## src/std_timer_defines.svh

```systemverilog
// Offsets, field positions, reset values and timing figures of the standard timer
`ifndef STD_TIMER_DEFINES_SVH
`define STD_TIMER_DEFINES_SVH

// ****************************************
// Register byte addresses
// ****************************************
`define TMR_OFF_CONTROL_0      12'h000
`define TMR_OFF_CONTROL_1      12'h004
`define TMR_OFF_CNT_LOW        12'h008
`define TMR_OFF_CNT_HIGH       12'h00C
`define TMR_OFF_CMPA_LOW       12'h010
`define TMR_OFF_CMPA_HIGH      12'h014
`define TMR_OFF_CMPP           12'h018
`define TMR_OFF_FLAGS          12'h01C

// ****************************************
// Field positions
// ****************************************
`define TMR_C0_PAUSE_BIT       7
`define TMR_C0_CKSEL_LSB       4
`define TMR_C0_ON_BIT          3
`define TMR_FLAG_A_BIT         0
`define TMR_FLAG_P_BIT         1

// ****************************************
// Reset values and prescale figures
// ****************************************
`define TMR_RST_BYTE           8'h00
`define TMR_DIV_SYS4           8'd3
`define TMR_DIV_H16            8'd15
`define TMR_DIV_H64            8'd63
`define TMR_DIV_SUB            8'd255

`endif

```

## src/std_timer_pkg.sv

```systemverilog
// Types shared by the standard timer files
package std_timer_pkg;

    typedef enum logic [1:0] {
        MODE_COMPARE = 2'b00,
        MODE_UNDEF   = 2'b01,
        MODE_PWM     = 2'b10,
        MODE_TIMER   = 2'b11
    } mode_select_t;

    typedef enum logic [1:0] {
        PIN_NONE   = 2'b00,
        PIN_LOW    = 2'b01,
        PIN_HIGH   = 2'b10,
        PIN_TOGGLE = 2'b11
    } pin_function_t;

    // Second control byte as software sees it
    typedef struct packed {
        mode_select_t  mode_select;
        pin_function_t pin_function_select;
        logic          output_control;
        logic          output_invert;
        logic          duty_period_swap;
        logic          clear_select;
    } timer_control_1_t;

    // Comparator results of one timer tick
    typedef struct packed {
        logic match_a;
        logic match_p;
    } match_t;

endpackage

```

## src/std_timer.sv

```systemverilog
// Standard 16-bit timer with compare A and compare P, APB register slave
// Behaviour
// Counter bits 15..8 readable in read-only high byte, reset zero.
// Compare A held in two read/write bytes, reset zero.
// Compare P matches counter top byte; zero means 65536-clock period.
// Clear-select low clears on compare P; compare P zero overflows.
// Mode 00 is compare-match output mode.
// Clear-select low sets both match flags on their matches.
// Clear-select high clears on compare A, sets only A flag.
// Software must not program compare A zero in compare mode.
// Compare A zero: counter overflows, no A flag.
// Pin changes only on compare A match in compare mode.
// Compare A match drives pin low, high or toggles per field.
// Pin field: 00 none, 01 low, 10 high, 11 toggle.
// Timer-on rising edge loads pin with output-control level.
// Timer-on rise zeroes counter; fall stops and holds it.
// Mode 11 acts like compare mode without using the pin.
// Mode 10 is PWM; swap bit picks period register.
// PWM mode sets both flags on their matches.
// PWM level, enable/force, and invert set by control bits.
// Swap zero: period compare P times 256, duty compare A.
// Duty at or above period gives 100 percent duty.
// Swap one: period compare A, duty compare P times 256.
// Counter increments on each timer clock while on, unpaused.
//
// The implementer's own choices: the register addresses and register access over APB.
`timescale 1ns/1ps
`include "std_timer_defines.svh"
module std_timer
    import std_timer_pkg::*;
(
    input  wire logic        pclk,        // APB clock, 125 MHz
    input  wire logic        presetn,     // Async reset, active low
    input  wire logic        psel,        // APB select
    input  wire logic        penable,     // APB access phase
    input  wire logic        pwrite,      // APB write
    input  wire logic [11:0] paddr,       // APB byte address
    input  wire logic [31:0] pwdata,      // APB write data
    input  wire logic [3:0]  pstrb,       // APB byte strobes
    output logic             pready,      // APB ready
    output logic [31:0]      prdata,      // APB read data
    output logic             pslverr,     // APB error
    output logic             timer_out,   // Timer output pin level
    output logic             timer_out_oe // Pin driven by timer
);

    // ****************************************
    // Registers
    // ****************************************
    logic             pause_ff;
    logic [2:0]       clk_sel_ff;
    logic             timer_on_ff;
    timer_control_1_t ctrl1_ff;
    logic [15:0]      compare_a_ff;
    logic [7:0]       compare_p_ff;
    logic [15:0]      count_ff;
    logic             match_a_flag_ff;
    logic             match_p_flag_ff;
    logic             pin_ff;
    logic             oe_ff;
    logic             pready_ff;
    logic [31:0]      prdata_ff;
    logic             pslverr_ff;
    logic             tick;

    logic [15:0]      nxt_count;
    logic [16:0]      period_len;
    logic [16:0]      duty_len;
    logic [16:0]      cnt_ext;
    logic             pwm_active;
    logic             pin_level;
    match_t           hit;
    logic             do_clear;

    logic             wr_en;
    logic             rd_en;
    logic             addr_ok;
    logic             on_rise;

    assign wr_en = psel && penable && pwrite && !pready_ff;
    assign rd_en = psel && penable && !pwrite && !pready_ff;
    assign pready = pready_ff;
    assign prdata = prdata_ff;
    assign pslverr = pslverr_ff;
    assign timer_out = pin_ff;
    assign timer_out_oe = oe_ff;

    // Decode of the mapped words
    always_comb begin
        case (paddr)
            `TMR_OFF_CONTROL_0, `TMR_OFF_CONTROL_1, `TMR_OFF_CNT_LOW, `TMR_OFF_CNT_HIGH,
            `TMR_OFF_CMPA_LOW, `TMR_OFF_CMPA_HIGH, `TMR_OFF_CMPP, `TMR_OFF_FLAGS: addr_ok = 1'b1;
            default: addr_ok = 1'b0;
        endcase
    end

    // Rising edge of timer-on caused by a write this cycle
    assign on_rise = wr_en && pstrb[0] && (paddr == `TMR_OFF_CONTROL_0)
                     && pwdata[`TMR_C0_ON_BIT] && !timer_on_ff;

    // ****************************************
    // Tick source
    // ****************************************
    tick_prescaler u_prescaler (
        .pclk    (pclk),
        .presetn (presetn),
        .clk_sel (clk_sel_ff),
        .run     (timer_on_ff && !pause_ff),
        .tick_ff (tick)
    );

    // ****************************************
    // Comparators
    // ****************************************
    // Compare P against top byte; zero is taken as the overflow point
    always_comb begin
        hit.match_p = (compare_p_ff == 8'h00) ? (count_ff == 16'hFFFF)
                                              : (count_ff == {compare_p_ff - 8'd1, 8'hFF});
        hit.match_a = (compare_a_ff != 16'h0000) && (count_ff == compare_a_ff - 16'd1);
    end

    // PWM lengths in timer clocks; zero compare P stands for 65536
    always_comb begin
        logic [16:0] p_len;
        p_len = (compare_p_ff == 8'h00) ? 17'h1_0000 : {1'b0, compare_p_ff, 8'h00};
        if (ctrl1_ff.duty_period_swap) begin
            period_len = {1'b0, compare_a_ff};
            duty_len   = p_len;
        end else begin
            period_len = p_len;
            duty_len   = {1'b0, compare_a_ff};
        end
    end

    // Counter clear point per mode and clear-select
    always_comb begin
        nxt_count = count_ff + 16'd1;
        if (ctrl1_ff.mode_select == MODE_PWM) begin
            do_clear = ctrl1_ff.duty_period_swap ? hit.match_a : hit.match_p;
        end else if (ctrl1_ff.clear_select) begin
            do_clear = hit.match_a || (compare_a_ff == 16'h0000 && count_ff == 16'hFFFF);
        end else begin
            do_clear = hit.match_p;
        end
        if (do_clear) begin
            nxt_count = 16'h0000;
        end
    end

    // PWM waveform: active while count below duty, full when duty covers period
    assign cnt_ext = {1'b0, count_ff};
    assign pwm_active = (duty_len >= period_len) ? 1'b1 : (cnt_ext < duty_len);

    // Pin level in PWM mode
    always_comb begin
        case (ctrl1_ff.pin_function_select)
            PIN_NONE: pin_level = !ctrl1_ff.output_control;
            PIN_LOW:  pin_level = ctrl1_ff.output_control;
            PIN_HIGH: pin_level = pwm_active ? ctrl1_ff.output_control : !ctrl1_ff.output_control;
            default:  pin_level = pin_ff;
        endcase
    end

    // ****************************************
    // Counter
    // ****************************************
    // Restart from zero on timer-on rise, hold when off or paused
    always_ff @(posedge pclk or negedge presetn) begin
        if (!presetn) begin
            count_ff <= 16'h0000;
        end else if (on_rise) begin
            count_ff <= 16'h0000;
        end else if (tick) begin
            count_ff <= nxt_count;
        end
    end

    // ****************************************
    // Match flags
    // ****************************************
    // Set beats a software clear in the same cycle
    always_ff @(posedge pclk or negedge presetn) begin
        if (!presetn) begin
            match_a_flag_ff <= 1'b0;
            match_p_flag_ff <= 1'b0;
        end else begin
            if (tick && hit.match_a) begin
                match_a_flag_ff <= 1'b1;
            end else if (wr_en && pstrb[0] && paddr == `TMR_OFF_FLAGS && pwdata[`TMR_FLAG_A_BIT]) begin
                match_a_flag_ff <= 1'b0;
            end
            if (tick && hit.match_p
                && (ctrl1_ff.mode_select == MODE_PWM || !ctrl1_ff.clear_select)) begin
                match_p_flag_ff <= 1'b1;
            end else if (wr_en && pstrb[0] && paddr == `TMR_OFF_FLAGS && pwdata[`TMR_FLAG_P_BIT]) begin
                match_p_flag_ff <= 1'b0;
            end
        end
    end

    // ****************************************
    // Output pin
    // ****************************************
    // Pin logic; timer/counter mode releases the pin for other use
    always_ff @(posedge pclk or negedge presetn) begin
        if (!presetn) begin
            pin_ff <= 1'b0;
            oe_ff  <= 1'b0;
        end else begin
            oe_ff <= (ctrl1_ff.mode_select == MODE_COMPARE) || (ctrl1_ff.mode_select == MODE_PWM);
            if (on_rise) begin
                pin_ff <= ctrl1_ff.output_control ^ ctrl1_ff.output_invert;
            end else if (ctrl1_ff.mode_select == MODE_PWM) begin
                if (ctrl1_ff.pin_function_select != PIN_TOGGLE) begin
                    pin_ff <= pin_level ^ ctrl1_ff.output_invert;
                end
            end else if (ctrl1_ff.mode_select == MODE_COMPARE && tick && hit.match_a) begin
                case (ctrl1_ff.pin_function_select)
                    PIN_LOW:    pin_ff <= ctrl1_ff.output_invert;
                    PIN_HIGH:   pin_ff <= !ctrl1_ff.output_invert;
                    PIN_TOGGLE: pin_ff <= !pin_ff;
                    default:    pin_ff <= pin_ff;
                endcase
            end
        end
    end

    // ****************************************
    // Control and compare registers
    // ****************************************
    // Byte lane 0 carries every register; other lanes ignored
    always_ff @(posedge pclk or negedge presetn) begin
        if (!presetn) begin
            pause_ff     <= 1'b0;
            clk_sel_ff   <= 3'b000;
            timer_on_ff  <= 1'b0;
            ctrl1_ff     <= `TMR_RST_BYTE;
            compare_a_ff <= 16'h0000;
            compare_p_ff <= `TMR_RST_BYTE;
        end else if (wr_en && pstrb[0]) begin
            case (paddr)
                `TMR_OFF_CONTROL_0: begin
                    pause_ff    <= pwdata[`TMR_C0_PAUSE_BIT];
                    clk_sel_ff  <= pwdata[`TMR_C0_CKSEL_LSB +: 3];
                    timer_on_ff <= pwdata[`TMR_C0_ON_BIT];
                end
                `TMR_OFF_CONTROL_1: ctrl1_ff            <= pwdata[7:0];
                `TMR_OFF_CMPA_LOW:  compare_a_ff[7:0]   <= pwdata[7:0];
                `TMR_OFF_CMPA_HIGH: compare_a_ff[15:8]  <= pwdata[7:0];
                `TMR_OFF_CMPP:      compare_p_ff        <= pwdata[7:0];
                default: ;                                   // Counter bytes read only
            endcase
        end
    end

    // ****************************************
    // APB answer
    // ****************************************
    // One wait state: ready in the second access cycle
    always_ff @(posedge pclk or negedge presetn) begin
        if (!presetn) begin
            pready_ff  <= 1'b0;
            prdata_ff  <= 32'h0000_0000;
            pslverr_ff <= 1'b0;
        end else begin
            pready_ff  <= psel && penable && !pready_ff;
            pslverr_ff <= psel && penable && !pready_ff && !addr_ok;
            prdata_ff  <= 32'h0000_0000;
            if (rd_en) begin
                case (paddr)
                    `TMR_OFF_CONTROL_0: prdata_ff <= {24'h00_0000, pause_ff, clk_sel_ff, timer_on_ff, 3'b000};
                    `TMR_OFF_CONTROL_1: prdata_ff <= {24'h00_0000, ctrl1_ff};
                    `TMR_OFF_CNT_LOW:   prdata_ff <= {24'h00_0000, count_ff[7:0]};
                    `TMR_OFF_CNT_HIGH:  prdata_ff <= {24'h00_0000, count_ff[15:8]};
                    `TMR_OFF_CMPA_LOW:  prdata_ff <= {24'h00_0000, compare_a_ff[7:0]};
                    `TMR_OFF_CMPA_HIGH: prdata_ff <= {24'h00_0000, compare_a_ff[15:8]};
                    `TMR_OFF_CMPP:      prdata_ff <= {24'h00_0000, compare_p_ff};
                    `TMR_OFF_FLAGS:     prdata_ff <= {30'h0000_0000, match_p_flag_ff, match_a_flag_ff};
                    default:            prdata_ff <= 32'h0000_0000;
                endcase
            end
        end
    end

endmodule // std_timer

```

## src/tick_prescaler.sv

```systemverilog
// Timer clock tick generator selecting a divided rate of pclk
`timescale 1ns/1ps
`include "std_timer_defines.svh"
module tick_prescaler
    import std_timer_pkg::*;
(
    input  wire logic       pclk,     // System clock
    input  wire logic       presetn,  // Async reset, low
    input  wire logic [2:0] clk_sel,  // Rate select
    input  wire logic       run,      // Counting enabled
    output logic            tick_ff   // One-cycle timer clock
);

    logic [7:0] div_ff;
    logic [7:0] limit;

    // Rate table; sub clock is approximated by the slowest divide
    always_comb begin
        case (clk_sel)
            3'b000:  limit = `TMR_DIV_SYS4;
            3'b001:  limit = 8'd0;
            3'b010:  limit = `TMR_DIV_H16;
            3'b011:  limit = `TMR_DIV_H64;
            default: limit = `TMR_DIV_SUB;
        endcase
    end

    // Free divider, cleared to zero while stopped so restart timing is repeatable
    always_ff @(posedge pclk or negedge presetn) begin
        if (!presetn) begin
            div_ff  <= 8'h00;
            tick_ff <= 1'b0;
        end else if (!run) begin
            div_ff  <= 8'h00;
            tick_ff <= 1'b0;
        end else if (div_ff >= limit) begin
            div_ff  <= 8'h00;
            tick_ff <= 1'b1;
        end else begin
            div_ff  <= div_ff + 8'd1;
            tick_ff <= 1'b0;
        end
    end

endmodule // tick_prescaler

```

## config.mk

```make
export PLATFORM = sky130hd
export DESIGN_NAME = std_timer
export DESIGN_NICKNAME = d
export VERILOG_FILES = /design/src/std_timer_pkg.sv /design/src/std_timer.sv /design/src/tick_prescaler.sv
export VERILOG_INCLUDE_DIRS = /design/src
export SDC_FILE = /design/constraint.sdc
export NUM_CORES = 1
export LEC_CHECK = 0
export BUFFER_PORTS_ARGS = -buffer_cell sky130_fd_sc_hd__buf_4
export CAP_MARGIN = 20
export CELL_PAD_IN_SITES_DETAIL_PLACEMENT = 2
export CELL_PAD_IN_SITES_GLOBAL_PLACEMENT = 2
export CORE_ASPECT_RATIO = 1.75
export CORE_MARGIN = 2
export CORE_UTILIZATION = 35
export DETAILED_ROUTE_END_ITERATION = 16
export GPL_TIMING_DRIVEN = 1
export PLACE_DENSITY = 0.92
export SLEW_MARGIN = 20
export SYNTH_ARGS = -nofsm -noshare
export SYNTH_HDL_FRONTEND = slang
export SYNTH_SLANG_ARGS = --single-unit
```

## constraint.sdc

```tcl
create_clock -name pclk -period 3.56 [get_ports pclk]
set_input_delay 0.356 -clock pclk [delete_from_list [all_inputs] [get_ports pclk]]
set_output_delay 0.356 -clock pclk [all_outputs]
set_load 0.1 [all_outputs]
```

==> flow_metrics.env <==
export IMPL_status="finished, final reports clean"
export IMPL_cp_data_arrival_time_ns=3.75
export IMPL_async_flop_share=1.00
export IMPL_p_leak_uw=0.00302
export IMPL_cpMaxStageDelayCell="dfrtp_2"
export IMPL_rsz0062_at_grt="no"
export IMPL_finalWorstSetupSlack_ns=0.110
export IMPL_wl_um=28400
export IMPL_clk_pin_slew_worst_paths_ns=0.07
export IMPL_drt_iter0_markers=473
export IMPL_insertion_delay_ns=0.37
export IMPL_setup_viol=0
export IMPL_antenna_found_initial=0
export IMPL_synth_top_area_share=0.325
export IMPL_place_hpwl_um=18700
export IMPL_cpPeakStageDelay_ns=0.45
export IMPL_cts_sinks=76
export IMPL_first_pass_iters=5
export IMPL_core_rowCount=62
export IMPL_yosysWarnings=0
export IMPL_hold_path_class="primary input to asynchronous set/reset pin"
export IMPL_synth_area_um2=5850
export IMPL_wl_per_cell_um=30.9
export IMPL_dp_slack_ns=-0.00186
export IMPL_peakVddDrop_v=0.000401
export IMPL_die_h_um=175
export IMPL_worstSetupEndpointType="flop"
export IMPL_synth_edf_count=0
export IMPL_nets=778
export IMPL_grt_start_max_net_pins=77
export IMPL_worstSetupPathType="flop to flop"
export IMPL_ys_flop_type="dfrtp_1"
export IMPL_route_detailed_drc=0
export IMPL_io_buffers=37
export IMPL_vias=5772
export IMPL_syn_area_per_cell_um2=8.91
export IMPL_synth_cell_types=68
export IMPL_finalSetupTns_ns=0
export IMPL_critPathMaxFanout=7
export IMPL_synth_seq_cells=76
export IMPL_yosys_top_cells_area="dfrtp_1 (32%), mux2_2 (7.3%), ha_1 (6.8%), xnor2_1 (4.0%), nand2_1 (3.7%)"
export IMPL_cts_htree_levels=3
export IMPL_min_period_ns=3.45
export IMPL_critical_path_required_ns=3.86
export IMPL_initial_utilization=0.358
export IMPL_fmax_ghz=0.290
export IMPL_antenna_left=0
export IMPL_cts_root_buf="clkbuf_16"
export IMPL_drive_above_1_share=0.235
export IMPL_grtUsageTotal=0.332
export IMPL_gp_congestion=0.896
export IMPL_clock_skew_ns=0.0127
export IMPL_slew_viol_final=0
export IMPL_cts_path_max_buffers=2
export IMPL_startpoint_type="flop"
export IMPL_n_antenna_cell=0
export IMPL_worst_slew_pin_slew_ns=0.902
export IMPL_area_growth_pct=15.6
export IMPL_viasPerCell=6.26
export IMPL_die_x_um=102
export IMPL_drv_cap=0
export IMPL_crit_chain="nor4_4, and2_4, nand2_2, buf_4, a31o_2, ha_1, nand2_2, nor4_2, a221oi_2, o21ai_2, a21oi_2, o221ai_2, buf_4, mux2_2, a21oi_1"
export IMPL_postLayoutCoreUtil=0.413
export IMPL_pwr_density_cell_nw_per_um2=302
export IMPL_numCtsBuffers=9
export IMPL_fp_coreArea_um2=16400
export IMPL_yosysSeqAreaShare=0.325
export IMPL_cts_tree="built"
export IMPL_yosysTopAreaCell="dfrtp_1"
export IMPL_globalRouteOverflowTotal=0
export IMPL_die_area_um2=17800
export IMPL_slew_headroom=0.394
export IMPL_final_hold_viol_count=0
export IMPL_grt_pass1_vias=6578
export IMPL_finalCritPeriodShare=0.969
export IMPL_synthCells=657
export IMPL_io_pin_count=89
export IMPL_grt_pass1_wl_um=42900
## worst max-delay path, delay by kind of cell, from the launching register on
family	cells	cell delay, ns
AO/OA/AOI/OAI	6	1.15
adder cells (fa/ha/maj)	1	0.36
buffers and inverters	2	0.35
flip-flops	1	0.45
AND/OR/NAND/NOR	5	0.80
multiplexers	1	0.27
## what timing repair did
action                                  4_1_cts  5_1_grt
pin swaps                                     3        7
hold buffers                                  0        0
gates cloned                                  0        0
resized for setup                             8       10
setup buffers                                 2        1
endpoints found under the setup margin        1       15
## cells in the final DEF, fill, tap and decap left out, types with 3 or more instances in the layout
| master | count |
|---|---|
| and4_1 | 5 |
| nor2b_1 | 9 |
| dfrtp_1 | 73 |
| a22oi_1 | 7 |
| xor2_1 | 23 |
| o2111ai_1 | 3 |
| a31oi_1 | 7 |
| a211oi_1 | 3 |
| clkbuf_16 | 9 |
| clkinvlp_4 | 3 |
| a21o_1 | 8 |
| o21ai_0 | 25 |
| nor2_1 | 44 |
| o211ai_1 | 5 |
| nor3_1 | 12 |
| or4_1 | 3 |
| ha_1 | 31 |
| a21oi_1 | 31 |
| mux2i_1 | 14 |
| nand4_1 | 7 |
| xnor2_1 | 27 |
| and3_1 | 10 |
| o31ai_1 | 5 |
| nand3_1 | 16 |
| nand2b_1 | 15 |
| dfrtp_2 | 3 |
| nand3b_1 | 8 |
| mux2_2 | 38 |
| nor3b_1 | 5 |
| or3_1 | 3 |
| nor4_1 | 5 |
| a221oi_1 | 3 |
| nor2_2 | 10 |
| nand2_1 | 55 |
| conb_1 | 24 |
| buf_4 | 69 |
| nor4_2 | 3 |
| inv_1 | 21 |
## cells in the mapped netlist (all sizes together) (3+ instances only)
master and n:
nor2 54, nand3b 8, dfrtp 76, a22oi 7, and3 10, and4 5, nand4 7, nand2b 15
inv 21, a21oi 32, or4 4, and2 3, o22ai 3, or3b 3, o2111ai 3, o211ai 5
nor4 10, buf 31, nand2 57, clkbuf 37, ha 32, nor3 13, a21o 8, a221oi 4
nand3 16, mux2i 14, nor3b 5, or3 3, mux2 38, a211oi 3, xnor2 27, o31ai 5
nor2b 9, xor2 23, a31oi 7, o21ai 27
## where the power goes
group          switching [µW]  internal [µW]  total [µW]
Combinational             184           29.1         213
Sequential               2.27            865         867
Clock                     449            511         960
Total                     635           1410        2040
## flip-flops by register name, summed over array words and instances, names as in the netlist, 3 cells and up
register	flops
compare_a_ff	16
clk_sel_ff	3
count_ff	16
compare_p_ff	8
ctrl1_ff	8
prdata	8
u_prescaler.div_ff	8
## path summary, 6_finish.rpt
path	startpoint	end	slack (ns)	cells past startpoint
max	compare_p_ff[3]	timer_out	0.11	15
min	presetn	ctrl1_ff[7]	0.03	1
max reg2reg	compare_p_ff[3]	timer_out	0.11	15
min reg2reg	pready	pslverr	0.49	1
max in group asynchronous	presetn	compare_p_ff[3]	2.97	1
min in group pclk	penable	pslverr	0.30	3
## routing by layer
layer  GRT usage  wire length (µm)  up-vias
met5           0                 0        -
met4       0.275              3070        0
met3      0.0656              1540      168
met2       0.587             14800      353
met1       0.320              9020     2900
li1            -                 -     2351
## cell type report
cell class | count | area [µm²]
inverter | 21 | 78.8
tap | 224 | 280
fill | 1759 | 9600
clock inverter | 5 | 36.3
clock buffer | 11 | 253
multi-input combinational | 514 | 3660
sequential | 76 | 1910
timing repair buffer | 71 | 549
## kinds of logic after synthesis
family / after synthesis / share of synthesized area
XOR/XNOR: 50 / 0.0748
other: 1 / 0.000641
multiplexers: 52 / 0.0970
buffers and inverters: 90 / 0.0776
flip-flops: 76 / 0.325
adder cells (fa/ha/maj): 34 / 0.0718
AND/OR/NAND/NOR: 229 / 0.208
AO/OA/AOI/OAI: 125 / 0.146
## metrics by stage
| stage | std cells | area, µm² | hold slack [ns] | power [µW] |
|---|---|---|---|---|
| finish | 922 | 6770 | 0.0274 | 2040 |
| global route | 922 | 6770 | 0.0914 | 2080 |
| CTS | 921 | 6720 | 0.205 | 2040 |
| detailed placement | 903 | 6380 | 0.475 | 1090 |
| global placement | 903 | 6380 | 0.460 | 1080 |
| floorplan | 680 | 5940 | 0.0604 | 1040 |
No activity file was read; power rests on OpenSTA's default activity.
